<file path="src/verilog/pusc_pkg.sv">
package pusc_pkg;
	// ****************************************************************
	// Register map
	// ****************************************************************
	localparam logic [6:0] PUSC_POWER_DOWN_CONTROL_ADDR = 7'h1e;
	localparam int PUSC_PLL_OFF_BIT = 0;
	localparam int PUSC_RECEIVER_OFF_BIT = 1;
	localparam int PUSC_TRANSMITTER_OFF_BIT = 2;
	localparam int PUSC_OSCILLATOR_OFF_BIT = 3;
	localparam int PUSC_AUDIO_IF_OFF_BIT = 4;
	localparam int PUSC_OUTPUTS_HIZ_BIT = 5;
	localparam logic [7:0] PUSC_PWR_RESET_SW = 8'h07;
	localparam logic [7:0] PUSC_PWR_RESET_HW = 8'h00;
	localparam logic [7:0] PUSC_PWR_WRITE_MASK = 8'h3f;

	// ****************************************************************
	// Strap window timing
	// ****************************************************************
	localparam int PUSC_WIN_MIN_NS = 9400;
	localparam int PUSC_WIN_MAX_NS = 25600;
	localparam int PUSC_XTAL_MAX_HZ = 27000000;
	localparam int PUSC_XTAL_MIN_HZ = 10000000;
	// Window cycles counted in crystal cycles: 9.4us at 27MHz
	localparam longint PUSC_WIN_XTAL_CYCLES = (64'(PUSC_WIN_MIN_NS) * PUSC_XTAL_MAX_HZ + 64'd999999999) / 64'd1000000000;
	localparam int PUSC_CLK_PERIOD_NS = 10;
	localparam int PUSC_SYS_DIV_MAX = 100000000 / PUSC_XTAL_MIN_HZ;

	// ****************************************************************
	// Types
	// ****************************************************************
	typedef enum logic [1:0]
	{
		PUSC_ST_SAMPLE = 2'b00,
		PUSC_ST_WINDOW = 2'b01,
		PUSC_ST_RUN = 2'b10
	} pusc_state_t;

	typedef struct packed
	{
		logic serial_data_in_strap;
		logic serial_clock_strap;
		logic serial_data_out_strap;
		logic chip_select_strap;
		logic general_output_zero;
	} pusc_straps_t;

	typedef struct packed
	{
		logic hardware_control_select;
		logic three_wire_select;
		logic address_select;
		logic audio_if_master_slave;
		logic transmit_source_select;
		logic [1:0] audio_if_format_code;
	} pusc_cfg_t;

	typedef struct packed
	{
		logic transmit_error_flag;
		logic non_audio_flag;
		logic unlock_flag;
		logic general_flag_output;
	} pusc_flags_t;
endpackage

</file>
<file path="src/verilog/pusc_power_up_strap_config.sv">
`timescale 1ns/1ps
// Function
// - Configuration is taken from the five strap pins at power up and at every hardware reset release.
// - A low serial data in strap picks hardware control, a high one software control.
// - In software control a low general output zero strap picks 2-wire, a high one 3-wire.
// - Strap meaning follows the mode: hardware mode gives master/slave, transmit source and a format code.
// - In hardware control the strapped two-bit code fixes the audio interface format.
// - All strap pins stay inputs for 9.4us to 25.6us after reset release.
// - The input window is counted in crystal reference cycles.
// - At the end of the window each strap pin other than serial data in takes its selected role as flag, general output or serial port pin.
// - Software control starts with PLL, receiver and transmitter powered down; the host clears bits to enable them.
// - Hardware control powers all functions up with no register access.
// - Power-down bits 0..2 disable the PLL, receiver and transmitter, reset value one.
// - Power-down bits 3 and 4 stop the oscillator and audio interface, reset value zero.
// - Power-down bit 5 sets every output to high impedance, reset value zero.
module pusc_power_up_strap_config
	import pusc_pkg::*;
#(
	parameter int WIN_XTAL_CYCLES = int'(PUSC_WIN_XTAL_CYCLES),
	parameter int XTAL_DIV = 4
)
(
	input wire logic clk_sys,
	input wire logic rst_b,
	input wire logic xtal_tick,
	input wire pusc_straps_t strap_pin_in,
	output pusc_straps_t strap_pin_out,
	output pusc_straps_t strap_pin_oe,
	input wire logic reg_write,
	input wire logic [6:0] reg_addr,
	input wire logic [7:0] reg_wdata,
	output logic [7:0] reg_rdata,
	input wire pusc_flags_t hw_flags,
	input wire logic [1:0] sw_gpo_data,
	output pusc_cfg_t cfg,
	output logic config_done,
	output logic pll_enable,
	output logic receiver_enable,
	output logic transmitter_enable,
	output logic oscillator_enable,
	output logic audio_if_enable,
	output logic outputs_hiz
);
	initial
	begin
		if (WIN_XTAL_CYCLES < 1 || WIN_XTAL_CYCLES > 65535)
			$error("window length out of range");
		if (XTAL_DIV < 1)
			$error("bad crystal divider");
		if ($bits(pusc_straps_t) != 5)
			$error("strap record must hold five pins");
	end

	// ****************************************************************
	// Strap synchronisers
	// ****************************************************************
	// Straps are board levels with no relation to clk_sys
	pusc_straps_t sync1_r;
	pusc_straps_t sync2_r;
	always_ff @(posedge clk_sys or negedge rst_b)
	begin
		if (!rst_b)
		begin
			sync1_r <= '0;
			sync2_r <= '0;
		end
		else
		begin
			sync1_r <= strap_pin_in;
			sync2_r <= sync1_r;
		end
	end

	// ****************************************************************
	// Crystal reference
	// ****************************************************************
	// Crystal tick is an enable on clk_sys, not a clock
	logic xtal_sync1_r;
	logic xtal_sync2_r;
	logic xtal_prev_r;
	always_ff @(posedge clk_sys or negedge rst_b)
	begin
		if (!rst_b)
		begin
			xtal_sync1_r <= 1'b0;
			xtal_sync2_r <= 1'b0;
			xtal_prev_r <= 1'b0;
		end
		else
		begin
			xtal_sync1_r <= xtal_tick;
			xtal_sync2_r <= xtal_sync1_r;
			xtal_prev_r <= xtal_sync2_r;
		end
	end
	wire logic xtal_edge = xtal_sync2_r & ~xtal_prev_r;

	// ****************************************************************
	// Window sequencer
	// ****************************************************************
	pusc_state_t state_r;
	pusc_state_t state_nxt;
	logic [15:0] win_cnt_r;
	logic [15:0] win_cnt_nxt;
	pusc_cfg_t cfg_r;
	logic [7:0] pwr_r;
	logic [7:0] pwr_nxt;

	// Sample only after the synchroniser has filled with post-reset pin levels
	logic [1:0] settle_r;
	wire logic settled = (settle_r == 2'd2);
	wire logic win_done = (win_cnt_r == 16'(WIN_XTAL_CYCLES - 1)) && xtal_edge;
	wire logic hw_mode = ~sync2_r.serial_data_in_strap;

	always_comb
	begin
		state_nxt = state_r;
		win_cnt_nxt = win_cnt_r;
		case (state_r)
			PUSC_ST_SAMPLE:
			begin
				if (settled)
					state_nxt = PUSC_ST_WINDOW;
			end
			PUSC_ST_WINDOW:
			begin
				if (win_done)
					state_nxt = PUSC_ST_RUN;
				else if (xtal_edge)
					win_cnt_nxt = win_cnt_r + 16'd1;
			end
			PUSC_ST_RUN:
				state_nxt = PUSC_ST_RUN;
			default:
				state_nxt = PUSC_ST_SAMPLE;
		endcase
	end

	// ****************************************************************
	// Sequencer registers
	// ****************************************************************
	always_ff @(posedge clk_sys or negedge rst_b)
	begin
		if (!rst_b)
			state_r <= PUSC_ST_SAMPLE;
		else
			state_r <= state_nxt;
	end

	// Cleared on every reset so each release gets a full window
	always_ff @(posedge clk_sys or negedge rst_b)
	begin
		if (!rst_b)
			win_cnt_r <= '0;
		else
			win_cnt_r <= win_cnt_nxt;
	end

	always_ff @(posedge clk_sys or negedge rst_b)
	begin
		if (!rst_b)
			settle_r <= '0;
		else if (!settled)
			settle_r <= settle_r + 2'd1;
	end

	// ****************************************************************
	// Configuration latch
	// ****************************************************************
	wire logic take_straps = (state_r == PUSC_ST_SAMPLE) && settled;
	wire logic strap_clock = sync2_r.serial_clock_strap;
	wire logic strap_dout = sync2_r.serial_data_out_strap;
	wire logic strap_select = sync2_r.chip_select_strap;
	wire logic strap_gpo = sync2_r.general_output_zero;
	pusc_cfg_t cfg_nxt;
	always_comb
	begin
		cfg_nxt.hardware_control_select = hw_mode;
		cfg_nxt.three_wire_select = ~hw_mode & strap_gpo;
		cfg_nxt.address_select = ~hw_mode & ~strap_gpo & strap_select;
		cfg_nxt.audio_if_master_slave = hw_mode & strap_clock;
		cfg_nxt.transmit_source_select = hw_mode & strap_select;
		cfg_nxt.audio_if_format_code = hw_mode ?
			{strap_gpo, strap_dout} : 2'b00;
	end

	// ****************************************************************
	// Power-down register
	// ****************************************************************
	wire logic pwr_sel = reg_write && (reg_addr == PUSC_POWER_DOWN_CONTROL_ADDR);
	// Dropped before run and in hardware control
	wire logic pwr_wr_ok = pwr_sel && (state_r == PUSC_ST_RUN) && !cfg_r.hardware_control_select;
	always_comb
	begin
		pwr_nxt = pwr_r;
		if (take_straps)
			pwr_nxt = hw_mode ? PUSC_PWR_RESET_HW : PUSC_PWR_RESET_SW;
		else if (pwr_wr_ok)
			pwr_nxt = reg_wdata & PUSC_PWR_WRITE_MASK;
	end

	always_ff @(posedge clk_sys or negedge rst_b)
	begin
		if (!rst_b)
			cfg_r <= '0;
		else if (take_straps)
			cfg_r <= cfg_nxt;
	end

	always_ff @(posedge clk_sys or negedge rst_b)
	begin
		if (!rst_b)
			pwr_r <= PUSC_PWR_RESET_SW;
		else
			pwr_r <= pwr_nxt;
	end

	// ****************************************************************
	// Register read and status
	// ****************************************************************
	assign reg_rdata = pwr_r;
	assign cfg = cfg_r;
	assign config_done = (state_r == PUSC_ST_RUN);

	// ****************************************************************
	// Function enables
	// ****************************************************************
	// One enable per off bit; a set bit stops that function
	wire logic [4:0] fn_enable;
	for (genvar i = 0; i < 5; i++)
	begin : g_fn_enable
		assign fn_enable[i] = ~pwr_r[i];
	end
	assign pll_enable = fn_enable[PUSC_PLL_OFF_BIT];
	assign receiver_enable = fn_enable[PUSC_RECEIVER_OFF_BIT];
	assign transmitter_enable = fn_enable[PUSC_TRANSMITTER_OFF_BIT];
	assign oscillator_enable = fn_enable[PUSC_OSCILLATOR_OFF_BIT];
	assign audio_if_enable = fn_enable[PUSC_AUDIO_IF_OFF_BIT];
	assign outputs_hiz = pwr_r[PUSC_OUTPUTS_HIZ_BIT];

	// ****************************************************************
	// Pin roles after the window
	// ****************************************************************
	// Serial-interface pins in software mode belong to the control port, not driven here
	pusc_straps_t out_nxt;
	pusc_straps_t oe_role;
	always_comb
	begin
		out_nxt = '0;
		oe_role = '0;
		if (cfg_r.hardware_control_select)
		begin
			out_nxt.serial_clock_strap = hw_flags.transmit_error_flag;
			out_nxt.serial_data_out_strap = hw_flags.non_audio_flag;
			out_nxt.chip_select_strap = hw_flags.unlock_flag;
			out_nxt.general_output_zero = hw_flags.general_flag_output;
			oe_role = 5'b01111;
		end
		else
		begin
			out_nxt.general_output_zero = sw_gpo_data[0];
			oe_role.general_output_zero = 1'b1;
			if (!cfg_r.three_wire_select)
			begin
				out_nxt.serial_data_out_strap = sw_gpo_data[1];
				out_nxt.chip_select_strap = sw_gpo_data[0];
				oe_role.serial_data_out_strap = 1'b1;
				oe_role.chip_select_strap = 1'b1;
			end
		end
	end

	// Taken from the next state so pins switch in the cycle config_done rises
	wire pusc_straps_t oe_nxt = (state_nxt == PUSC_ST_RUN && !pwr_nxt[PUSC_OUTPUTS_HIZ_BIT]) ?
		oe_role : '0;

	// ****************************************************************
	// Pin drive registers
	// ****************************************************************
	pusc_straps_t out_r;
	pusc_straps_t oe_r;
	always_ff @(posedge clk_sys or negedge rst_b)
	begin
		if (!rst_b)
			out_r <= '0;
		else
			out_r <= out_nxt;
	end

	always_ff @(posedge clk_sys or negedge rst_b)
	begin
		if (!rst_b)
			oe_r <= '0;
		else
			oe_r <= oe_nxt;
	end
	assign strap_pin_out = out_r;
	assign strap_pin_oe = oe_r;
endmodule

</file>
<file path="config.mk">
export PLATFORM = sky130hd
export DESIGN_NAME = pusc_power_up_strap_config
export DESIGN_NICKNAME = d
export VERILOG_FILES = /design/src/verilog/pusc_pkg.sv /design/src/verilog/pusc_power_up_strap_config.sv
export SDC_FILE = /design/constraint.sdc
export NUM_CORES = 1
export LEC_CHECK = 0
export BUFFER_PORTS_ARGS = -buffer_cell sky130_fd_sc_hd__buf_2
export CAP_MARGIN = 10
export CELL_PAD_IN_SITES_DETAIL_PLACEMENT = 0
export CELL_PAD_IN_SITES_GLOBAL_PLACEMENT = 1
export CORE_ASPECT_RATIO = 1.1
export CORE_UTILIZATION = 43
export DETAILED_ROUTE_END_ITERATION = 8
export GPL_ROUTABILITY_DRIVEN = 1
export PLACE_DENSITY = 0.86
export SETUP_SLACK_MARGIN = 0.1
export SLEW_MARGIN = 25
export SYNTH_ARGS = -nofsm -noshare
export SYNTH_HDL_FRONTEND = slang
export SYNTH_SLANG_ARGS = --single-unit
</file>
<file path="constraint.sdc">
create_clock -name clk_sys -period 5.6 [get_ports clk_sys]
set_clock_uncertainty 0.1 [all_clocks]
set_input_delay 0.84 -clock clk_sys [delete_from_list [all_inputs] [get_ports clk_sys]]
set_output_delay 0.84 -clock clk_sys [all_outputs]
set_load 0.02 [all_outputs]
</file>
==> results.md, run 1 <==
- CTS Sinks: 53
- Worst-Margin Slew: 0.6499 ns
- Pint: 0.5506 mW
- Placed cells: 302
- Row count: 27
- GRT Resource Usage Total: 15.04%
- Switching share of power: 29.34%
- Cell variety after synth: 40
- Critical path launch point: state_r[1]$_DFF_PN0_
- Root buffer cell: clkbuf_8
- Die width: 70.43 µm
- Post_cts resized: 0
- Seq pwr share: 57.5%
- Cells after synthesis: 194
- Critical Path Start Type: register
- Area share of the largest cell type after synthesis: 56.50%
- Hold Startpoint: sync1_r[1]$_DFF_PN0_
- Overall via count from detail_route: 1529
- Clock Latency Late Sink: 0.31 ns
- Diodes inserted: 0
- Worst path arrival time: 1.17 ns
- Starting Density: 44.60%
- Max-slew violation count: 0
- Synth Flop Type: dfrtp_1
- Max FO, Critical Path: 5
- Fin crit period: 2.106 ns
- Largest net degree at the start of global routing: 54
- Power consumption: 0.7792 mW
- Routed Wire Length: 3.766 mm
- RR Startpoint: settle_r[0]$_DFFE_PN0N_
- H-tree lvl count: 2
- IO Port Bufs: 55
- Vias per inst: 4.932
- Number of global-route vias before repair: 1441
- Storage element area: 1330 µm²
- Wirelength per Cell: 12.15 µm
- Run status: finished, final reports clean
- Fin cells: 310
- Max stage delay on crit path: 0.41 ns
- Max-Cap Viols: 0
- Total CTS buffers: 5
- DP Wirelength: 2.704 mm
- Worst EP required: 4.66 ns
- Setup TNS: 0 ns
- Cells along the critical path: nor2b_1 -> buf_2
- Pwr Density: 297.1 nW/µm²
- Setup Buffers After CTS: 0
- Routability cong.: 0.8097
- Fill cells: 447
- Synth Warn #: 0
- DRC: 0
- Combinational power share: 13.3%
- Boundary pin count: 62
- Die Area: 5442 µm²
- Initial antenna violation count: 0
- Max IR drop VDD: 0.0001697 V
- Synth area leader: dfrtp_1
- RSZ-0062 raised after global routing: false
- FF+latch count, synth: 53
- Commonest cells in the netlist: dfrtp_1, inv_1, nand2_1
- DIE HEIGHT: 77.27 µm
- 1st-iter DRT viols: 67
- Fin crit share: 37.60%
- Final hold vios: 0
- CTS clk-pin slew, worst paths: 0.10 ns
- Antenna-violating nets left: 0
- Crit end category: output pin
- CTS tree: built
- Fin util: 52.81%
- Total grt overflow: 0
- Worst setup path class: register to output pin
- Core region area: 4966 µm²
- Rel. slew slack: 56.27%
- Layout area overhead: 18.42%
- Psw: 0.2287 mW
- Mapped Area: 2215 µm²
- Worst Hold Class: register to register
- Mean Syn Cell Area: 11.42 µm²
- Number of synthesized flops with an enable pin: 0
- Critical-path top delay cell: dfrtp_1
- Initial DRT Pass Iterations: 4
- Part of the power in the clock network: 29.2%
- Async SR Flop Fraction: 100.0%
- Area after DPL: 2525 µm²
- CTS Hold Buffers Added: 0
- LEAKAGE: 1.352 nW
- First-pass GRT wire length: 6.479 mm
- Multi-input logic area: 787.0 µm²
- Share of post-route cells with drive strength above 1: 29.76%
- Design Area, Final: 2623 µm²
- Synth area leaders: dfrtp_1, dfstp_2, xor2_1
- Post-synthesis sequential area ratio: 60.06%
- Layout Nets: 284
- Setup violations, final: 0
- Top-count cell post-synth: dfrtp_1
- F_max: 474.9 MHz
- Clk buf depth: 2
-- metrics by stage --
step / setup WS, ns / hold slack (ns)
floorplan: 3.576 / 0.2312
global placement: 3.308 / 0.2330
detailed placement: 3.271 / 0.2373
CTS: 3.461 / 0.2628
global route: 3.409 / 0.2652
finish: 3.494 / 0.2599
-- worst paths after layout --
| path | to | slack (ns) | depth (start not counted) |
|---|---|---|---|
| setup reg to reg | strap_pin_oe[1]$_DFF_PN0_ | 3.61 | 6 |
| setup / recovery | config_done | 3.49 | 2 |
| min in group asynchronous | win_cnt_r[13]$_DFFE_PN0P_ | 0.53 | 2 |
| hold reg to reg | strap_select$_DFF_PN0_ | 0.26 | 0 |
| max in group asynchronous | win_cnt_r[5]$_DFFE_PN0P_ | 4.45 | 2 |
| hold / removal | strap_select$_DFF_PN0_ | 0.26 | 0 |
-- flip-flops by register name, summed over array words and instances, names as in the netlist --
name / count
strap_pin_out: 4
strap_clock: 1
state_r: 2
strap_gpo: 1
win_cnt_r: 16
sync2_r: 1
reg_rdata: 6
strap_select: 1
settle_r: 2
strap_pin_oe: 3
cfg: 7
xtal_prev_r: 1
xtal_sync2_r: 1
sync1_r: 5
xtal_sync1_r: 1
strap_dout: 1
-- kinds of logic (layout without fill, tap and decap cells) --
logic type      count (synthesis)  count (layout)  synth area share, %
simple gates                   74              74                20.11
flops                          53              53                60.06
buf+inv                        23              78                4.915
compound gates                 22              22                5.536
xor+xnor                       12              12                4.746
mux                             6               6                2.768
fa+ha+maj                       3               3                1.695
other cells                     1               4               0.1693
-- power by group through the flow --
stage                     registers [mW]  logic, mW  clock network [mW]
after floorplan                    0.454     0.0666                   0
after global placement             0.455      0.102                   0
after detailed placement           0.455      0.105                   0
after CTS                          0.448      0.106               0.235
after global routing               0.453      0.117               0.249
final                              0.448      0.104               0.228
-- cell usage in the layout (no fill, tap or decap), types with 2 or more instances in the layout --
cell type,count
a21oi_1,7
a22o_1,2
a31oi_1,2
and3_1,3
buf_2,55
clkbuf_8,5
conb_1,4
dfrtp_1,50
dfstp_2,3
ha_1,3
inv_1,13
mux2i_1,5
nand2_1,13
nand2b_1,5
nand3_1,9
nand4_1,6
nor2_1,11
nor2b_1,4
nor3_1,6
nor4_1,3
nor4_4,2
o21ai_0,9
xnor2_1,5
xor2_1,7
-- critical path: cells and delay by family, from the launching register on --
kind	cells	cell delay, ns
and+or+nand+nor	1	0.24
DFF	1	0.41
buffers and inverters	1	0.22
-- cell type report --
class,instances,share of cell area (%)
Sequential cell,53,50.72
Multi-Input combinational cell,121,30.01
Timing Repair Buffer,56,10.78
Tap cell,58,2.767
Clock buffer,5,2.624
Inverter,14,2.004
Clock inverter,3,1.097
-- per-layer routing --
metal | share of wire, % | vias up | track usage [%]
li1 | - | 764 | -
met1 | 46 | 724 | 19.77
met2 | 49 | 37 | 23.90
met3 | 3.6 | 4 | 3.548
met4 | 1.1 | 0 | 6.000
met5 | 0 | - | 0
No activity file was read; power rests on OpenSTA's default activity.
==> run 2, diff against run 1 <==
- CORE_UTILIZATION: 43 -> 36
- PLACE_DENSITY: 0.86 -> 0.77
- clock period: 5.6 -> 1.7 ns (I/O delays scaled with it)
==> run 2 against run 1 <==
Compared with the run above:
- the run now ends with negative setup slack left
- setup slack got worse by 3.6 ns
- via count rose by 9.4%
- worst hold slack lost 0.19 ns
- routed wire length rose by 19%
==> results.md, run 2 (same netlist as run 1, synthesis figures left out) <==
- Wirelength per Cell: 12.22 µm (was 12.15 µm)
- Worst setup path class: register to register (was register to output pin)
- Routability cong.: 0.7799 (was 0.8097)
- Multi-input logic area: 939.7 µm² (was 787.0 µm²)
- Antenna-violating nets left: 0 (unchanged)
- Largest net degree at the start of global routing: 26 (was 54)
- Run status: finished, violations left (was finished, final reports clean)
- Layout area overhead: 41.24% (was 18.42%)
- Commonest non-fill, non-tap cells in the layout: buf_2, dfrtp_1, buf_4 (was buf_2, dfrtp_1, inv_1, nand2_1, nor2_1)
- 1st-iter DRT viols: 41 (was 67)
- Die Area: 6469 µm² (was 5442 µm²)
- Row count: 29 (was 27)
- Diodes inserted: 0 (unchanged)
- Storage element area: 1330 µm² (unchanged)
- Final hold vios: 0 (unchanged)
- Max stage delay on crit path: 0.57 ns (was 0.41 ns)
- Crit end category: register (was output pin)
- Critical-path top delay cell: or4_4 (was dfrtp_1)
- CTS tree: built (unchanged)
- Most common cell after layout, fill and taps aside: buf_2 (unchanged)
- Max-Cap Viols: 0 (unchanged)
- Cells along the critical path: or4_4 -> nor4_4 -> buf_6 -> nor2_1 -> xor2_1 (was nor2b_1 -> buf_2)
- Worst Hold Class: primary input to register (was register to register)
- IO Port Bufs: 55 (unchanged)
- DIE HEIGHT: 84.26 µm (was 77.27 µm)
- Total CTS buffers: 5 (unchanged)
- Number of global-route vias before repair: 1640 (was 1441)
- Fin crit period: 1.765 ns
- CTS clk-pin slew, worst paths: 0.10 ns (about the same)
- Initial DRT Pass Iterations: 4 (unchanged)
- CP top delay family: simple AND/OR/NAND/NOR gates (was flip-flops)
- CTS Sinks: 53 (unchanged)
- Core region area: 5842 µm² (was 4966 µm²)
- Die width: 76.78 µm (was 70.43 µm)
- First-pass GRT wire length: 7.376 mm (was 6.479 mm)
- Worst EP required: 1.79 ns (was 4.66 ns)
- LEAKAGE: 1.561 nW (was 1.352 nW)
- Share of post-route cells with drive strength above 1: 44.29% (was 29.76%)
- Setup TNS: -0.2442 ns (was 0 ns)
- Biggest register: win_cnt_r (unchanged)
- Critical Path Start Type: register (unchanged)
- Fin util: 53.54% (was 52.81%)
- Worst path arrival time: 1.85 ns (was 1.17 ns)
- Total grt overflow: 0 (unchanged)
- Vias per inst: 4.571 (was 4.932)
- Max IR drop VDD: 0.0004945 V (was 0.0001697 V)
- Max-slew violation count: 0 (unchanged)
- F_max: 566.5 MHz
- Starting Density: 37.91% (was 44.60%)
- Overall via count from detail_route: 1673 (was 1529)
- RSZ-0062 raised after global routing: true (was false)
- Clock Latency Late Sink: 0.31 ns (about the same)
- Setup ws final: -0.06530 ns (was 3.494 ns)
- Largest register FFs: 16 (unchanged)
- Buf/Inv on CP: 1 (unchanged)
- Layout Nets: 321 (was 284)
- Setup violations, final: 7 (was 0)
- DP Wirelength: 3.240 mm (was 2.704 mm)
- Initial antenna violation count: 0 (unchanged)
- Power consumption: 2.845 mW (was 0.7792 mW)
- Fin crit share: 103.8%
- GRT Resource Usage Total: 14.44% (was 15.04%)
- DRC: 0 (unchanged)
- Failing checks: negative setup slack
- H-tree lvl count: 2 (unchanged)
- Routed Wire Length: 4.473 mm (was 3.766 mm)
- Pwr Density: 909.4 nW/µm² (was 297.1 nW/µm²)
- Max FO, Critical Path: 5 (unchanged)
- Fill cells: 523 (was 447)
- Boundary pin count: 62 (unchanged)
- Clk buf depth: 2 (unchanged)
- Root buffer cell: clkbuf_8 (unchanged)
[run 2: changes by cell type in the layout (fill, tap and decap cells not counted), moves of 3 or more]
cell           change
a21oi_1            -3
dlygate4sd3_1      +7
nand3_2            +3
a21oi_2            +3
buf_4             +25
nand2_2            +4
o21ai_0            -8
o21ai_1            +8
nor3_2             +3
nor3_1             -5
buf_6              +5
nand2_1            -4
nand3_1            -3
[run 2: cell type report]
type,count,area share [%]
sequential,53,42.52
multi-input combinational,121,30.04
timing repair buffer,93,19.08
clock buffer,5,2.200
tap,77,3.080
clock inverter,3,1.400
inverter,14,1.680
[run 2: per-stage QoR]
stage | hold slack [ns] | instance area [µm²] | std cells | setup slack, ns
2_1_floorplan | -0.1406 | 2262 | 197 | -0.06750
3_3_place_gp | 0.09638 | 2748 | 344 | -0.1001
3_5_place_dp | 0.1009 | 2748 | 344 | -0.1320
4_1_cts | 0.06049 | 2990 | 362 | -0.05748
5_1_grt | 0.06682 | 3128 | 366 | -0.1609
6_report | 0.06557 | 3128 | 366 | -0.06530
[run 2: worst paths after layout]
check                                          startpoint                          to  slack, ns  cells after the start
worst min register to register       sync1_r[3]$_DFF_PN0_       strap_clock$_DFF_PN0_       0.26                      0
max in group asynchronous                           rst_b    win_cnt_r[3]$_DFFE_PN0P_       0.55                      3
worst max register to register  win_cnt_r[10]$_DFFE_PN0P_    win_cnt_r[2]$_DFFE_PN0P_      -0.07                      5
min in group asynchronous                           rst_b         strap_gpo$_DFF_PN0_       0.29                      2
worst max-delay path            win_cnt_r[10]$_DFFE_PN0P_    win_cnt_r[2]$_DFFE_PN0P_      -0.07                      5
worst min-delay path                          hw_flags[3]  strap_pin_out[3]$_DFF_PN0_       0.07                      2
[run 2: repair_timing]
| action | in CTS | in global routing |
|---|---|---|
| endpoints found under the hold margin | 20 | 0 |
| hold buffers | 7 | 0 |
| gates cloned | 0 | 1 |
| setup buffers | 3 | 4 |
| endpoints found under the setup margin | 28 | 30 |
| pin swaps | 7 | 10 |
| gates resized for setup | 7 | 34 |
[run 2: power by group]
group / switching (mW) / internal [mW] / leakage [nW] / total, mW
clock network: 0.417 / 0.442 / 0.0585 / 0.858
registers: 0.0982 / 1.36 / 0.664 / 1.46
logic: 0.279 / 0.248 / 0.838 / 0.528
total: 0.794 / 2.05 / 1.56 / 2.84
[run 2: layer usage]
metal	GRT usage, %	vias up	share of wire [%]
met4	6.294	0	1.7
met2	23.94	40	50
li1	-	838	-
met3	2.935	5	3.1
met5	0	-	0
met1	18.25	790	45
==> run 3, diff against run 2 <==
- SKIP_LAST_GASP: default -> 1
==> run 3 against run 2 <==
Compared with the run above:
- the run still ends with negative setup slack left
- critical path depth is the same
- largest power group unchanged
- combinational power about the same
- die area unchanged
- critical endpoint unchanged
- routed wire length down 1.6%
- utilization up 0.086 points
- register-to-register slack is essentially flat
- global-route usage barely moved
- flip-flop and latch count unchanged
==> results.md, run 3 (same netlist as run 1, synthesis figures left out) <==
- Run status: finished, violations left (unchanged)
- Failing checks: negative setup slack (unchanged)
- Power consumption: 2.841 mW (was 2.845 mW)
- Total grt overflow: 0 (unchanged)
- Routability cong.: 0.7799 (unchanged)
- RSZ-0062 raised after global routing: true (unchanged)
- Max IR drop VDD: 0.0004937 V (was 0.0004945 V)
- Combinational power share: 18.5% (was 18.6%)
- CTS tree: built (unchanged)
- Critical-path top delay cell: or4_4 (unchanged)
- RR Startpoint: win_cnt_r[10]$_DFFE_PN0P_ (unchanged)
- Worst r2r path cells: 5 (unchanged)
- First-pass GRT wire length: 7.362 mm (was 7.376 mm)
- Worst setup path class: register to register (unchanged)
- Clk buf depth: 2 (unchanged)
- Vias per inst: 4.567 (was 4.571)
- Seq pwr share: 51.3% (about the same)
- Row count: 29 (unchanged)
- F_max: 566.4 MHz (was 566.5 MHz)
- Root buffer cell: clkbuf_8 (unchanged)
- Die Area: 6469 µm² (unchanged)
- Share of post-route cells with drive strength above 1: 43.79% (was 44.29%)
- Cells along the critical path: or4_4 -> nor4_4 -> buf_6 -> nor2_1 -> xor2_1 (unchanged)
- Commonest non-fill, non-tap cells in the layout: buf_2, dfrtp_1, buf_4 (unchanged)
- Setup ws final: -0.06548 ns (was -0.06530 ns)
- Psw: 0.7916 mW (was 0.7941 mW)
- Worst EP required: 1.79 ns (about the same)
- Routed Wire Length: 4.401 mm (was 4.473 mm)
- Wirelength per Cell: 11.99 µm (was 12.22 µm)
- DP Wirelength: 3.240 mm (unchanged)
- Reg2Reg Setup Slack: -0.07 ns (about the same)
- Crit end category: register (unchanged)
- Antenna-violating nets left: 0 (unchanged)
- Layout area overhead: 41.47% (was 41.24%)
- Diodes inserted: 0 (unchanged)
- Final hold vios: 0 (unchanged)
- Fin crit period: 1.765 ns (about the same)
- 1st-iter DRT viols: 40 (was 41)
- DIE HEIGHT: 84.26 µm (unchanged)
- Core region area: 5842 µm² (unchanged)
- Worst Hold Class: primary input to register (unchanged)
- Initial antenna violation count: 0 (unchanged)
- CTS clk-pin slew, worst paths: 0.10 ns (about the same)
- Boundary pin count: 62 (unchanged)
- GRT Resource Usage Total: 14.42% (was 14.44%)
- Overall via count from detail_route: 1676 (was 1673)
- Max stage delay on crit path: 0.57 ns (about the same)
- CTS Sinks: 53 (unchanged)
- Fin util: 53.63% (was 53.54%)
- Number of global-route vias before repair: 1635 (was 1640)
- IO Port Bufs: 55 (unchanged)
- Initial DRT Pass Iterations: 4 (unchanged)
- Most common cell after layout, fill and taps aside: buf_2 (unchanged)
- Die width: 76.78 µm (unchanged)
- Largest register FFs: 16 (unchanged)
- Pint: 2.049 mW (was 2.051 mW)
- Max FO, Critical Path: 5 (unchanged)
- Hold Startpoint: hw_flags[3] (unchanged)
- Max-Cap Viols: 0 (unchanged)
- Hold depth: 2 (unchanged)
- H-tree lvl count: 2 (unchanged)
- Critical Path Start Type: register (unchanged)
- Layout Nets: 322 (was 321)
- Total CTS buffers: 5 (unchanged)
- Setup violations, final: 7 (unchanged)
- DRC: 0 (unchanged)
- Worst path arrival time: 1.85 ns (about the same)
- Fill cells: 517 (was 523)
- Part of the power in the clock network: 30.2% (about the same)
- Switching share of power: 27.86% (was 27.92%)
- Pwr Density: 906.7 nW/µm² (was 909.4 nW/µm²)
- LEAKAGE: 1.569 nW (was 1.561 nW)
- Starting Density: 37.91% (unchanged)
- Critical path launch point: win_cnt_r[10]$_DFFE_PN0P_ (unchanged)
- Clock Latency Late Sink: 0.31 ns (about the same)
- Fin crit share: 103.9% (was 103.8%)
- Crit path to: win_cnt_r[2]$_DFFE_PN0P_ (unchanged)
- Max-slew violation count: 0 (unchanged)
- Biggest register: win_cnt_r (unchanged)
- Largest net degree at the start of global routing: 26 (unchanged)
- Critical R2R Capture: win_cnt_r[2]$_DFFE_PN0P_ (unchanged)
run 3: changes by cell type in the layout (fill, tap and decap cells not counted), moves of 2 or more:
| cell | change |
|---|---|
| nand2_2 | -2 |
| nand2_1 | +2 |
| o21ai_0 | +4 |
| o21ai_1 | -4 |
run 3: cell type report:
class	count	area (µm²)	share of cell area, %
clock buffer	5	68.82	2.196
clock inverter	3	43.79	1.398
inverter	14	52.55	1.677
multi-input combinational	121	929.6	29.67
sequential	53	1330	42.45
tap	77	96.34	3.075
timing repair buffer	94	611.8	19.53
run 3: how the worst min path moves through the flow:
stage,end
after floorplan,cfg[0]$_DFFE_PN0P_
after global placement,sync1_r[1]$_DFF_PN0_
after detailed placement,strap_gpo$_DFF_PN0_
after CTS,strap_pin_out[2]$_DFF_PN0_
after global routing,reg_rdata[3]$_DFFE_PN0P_
final,strap_pin_out[3]$_DFF_PN0_
run 3: repair_timing:
action,CTS,global route
resized for setup,6,30
hold buffers,7,0
endpoints found under the setup margin,28,30
pin swaps,5,9
endpoints found under the hold margin,20,0
buffers inserted,3,5
gates cloned,0,1
run 3: per-layer routing:
metal	up-vias	share of wire (%)	wire (µm)	global-route usage, %
met4	0	1.7	75	6.294
met1	790	44	1941	18.25
met3	5	3.1	135	2.935
met5	-	0	0	0
li1	845	-	-	-
met2	36	51	2248	23.86
run 3: stage by stage:
| stage | TNS, ns | worst slack [ns] | instance area (µm²) | instances | hold WS, ns |
|---|---|---|---|---|---|
| finish | -0.2471 | -0.06548 | 3133 | 367 | 0.06640 |
| global route | -1.683 | -0.1609 | 3133 | 367 | 0.06669 |
| global placement | -0.2834 | -0.1001 | 2748 | 344 | 0.09638 |
| floorplan | -0.1450 | -0.06750 | 2262 | 197 | -0.1406 |
| detailed placement | -0.4691 | -0.1320 | 2748 | 344 | 0.1009 |
| CTS | -0.2488 | -0.05748 | 2987 | 362 | 0.06049 |
run 3: power groups by stage:
stage          registers, mW  clock network (mW)  logic [mW]
3_5_place_dp            1.47                   0       0.481
5_1_grt                 1.48               0.947       0.585
6_report                1.46               0.858       0.525
4_1_cts                 1.45               0.886       0.502
3_3_place_gp            1.47                   0       0.469
2_1_floorplan           1.49                   0       0.224
run 3: worst max-delay path: cells and delay by family, from the launching register on:
family | cells | cell delay (ns)
XOR/XNOR | 1 | 0.14
AND/OR/NAND/NOR | 3 | 0.82
buffers and inverters | 1 | 0.19
flip-flops | 1 | 0.39
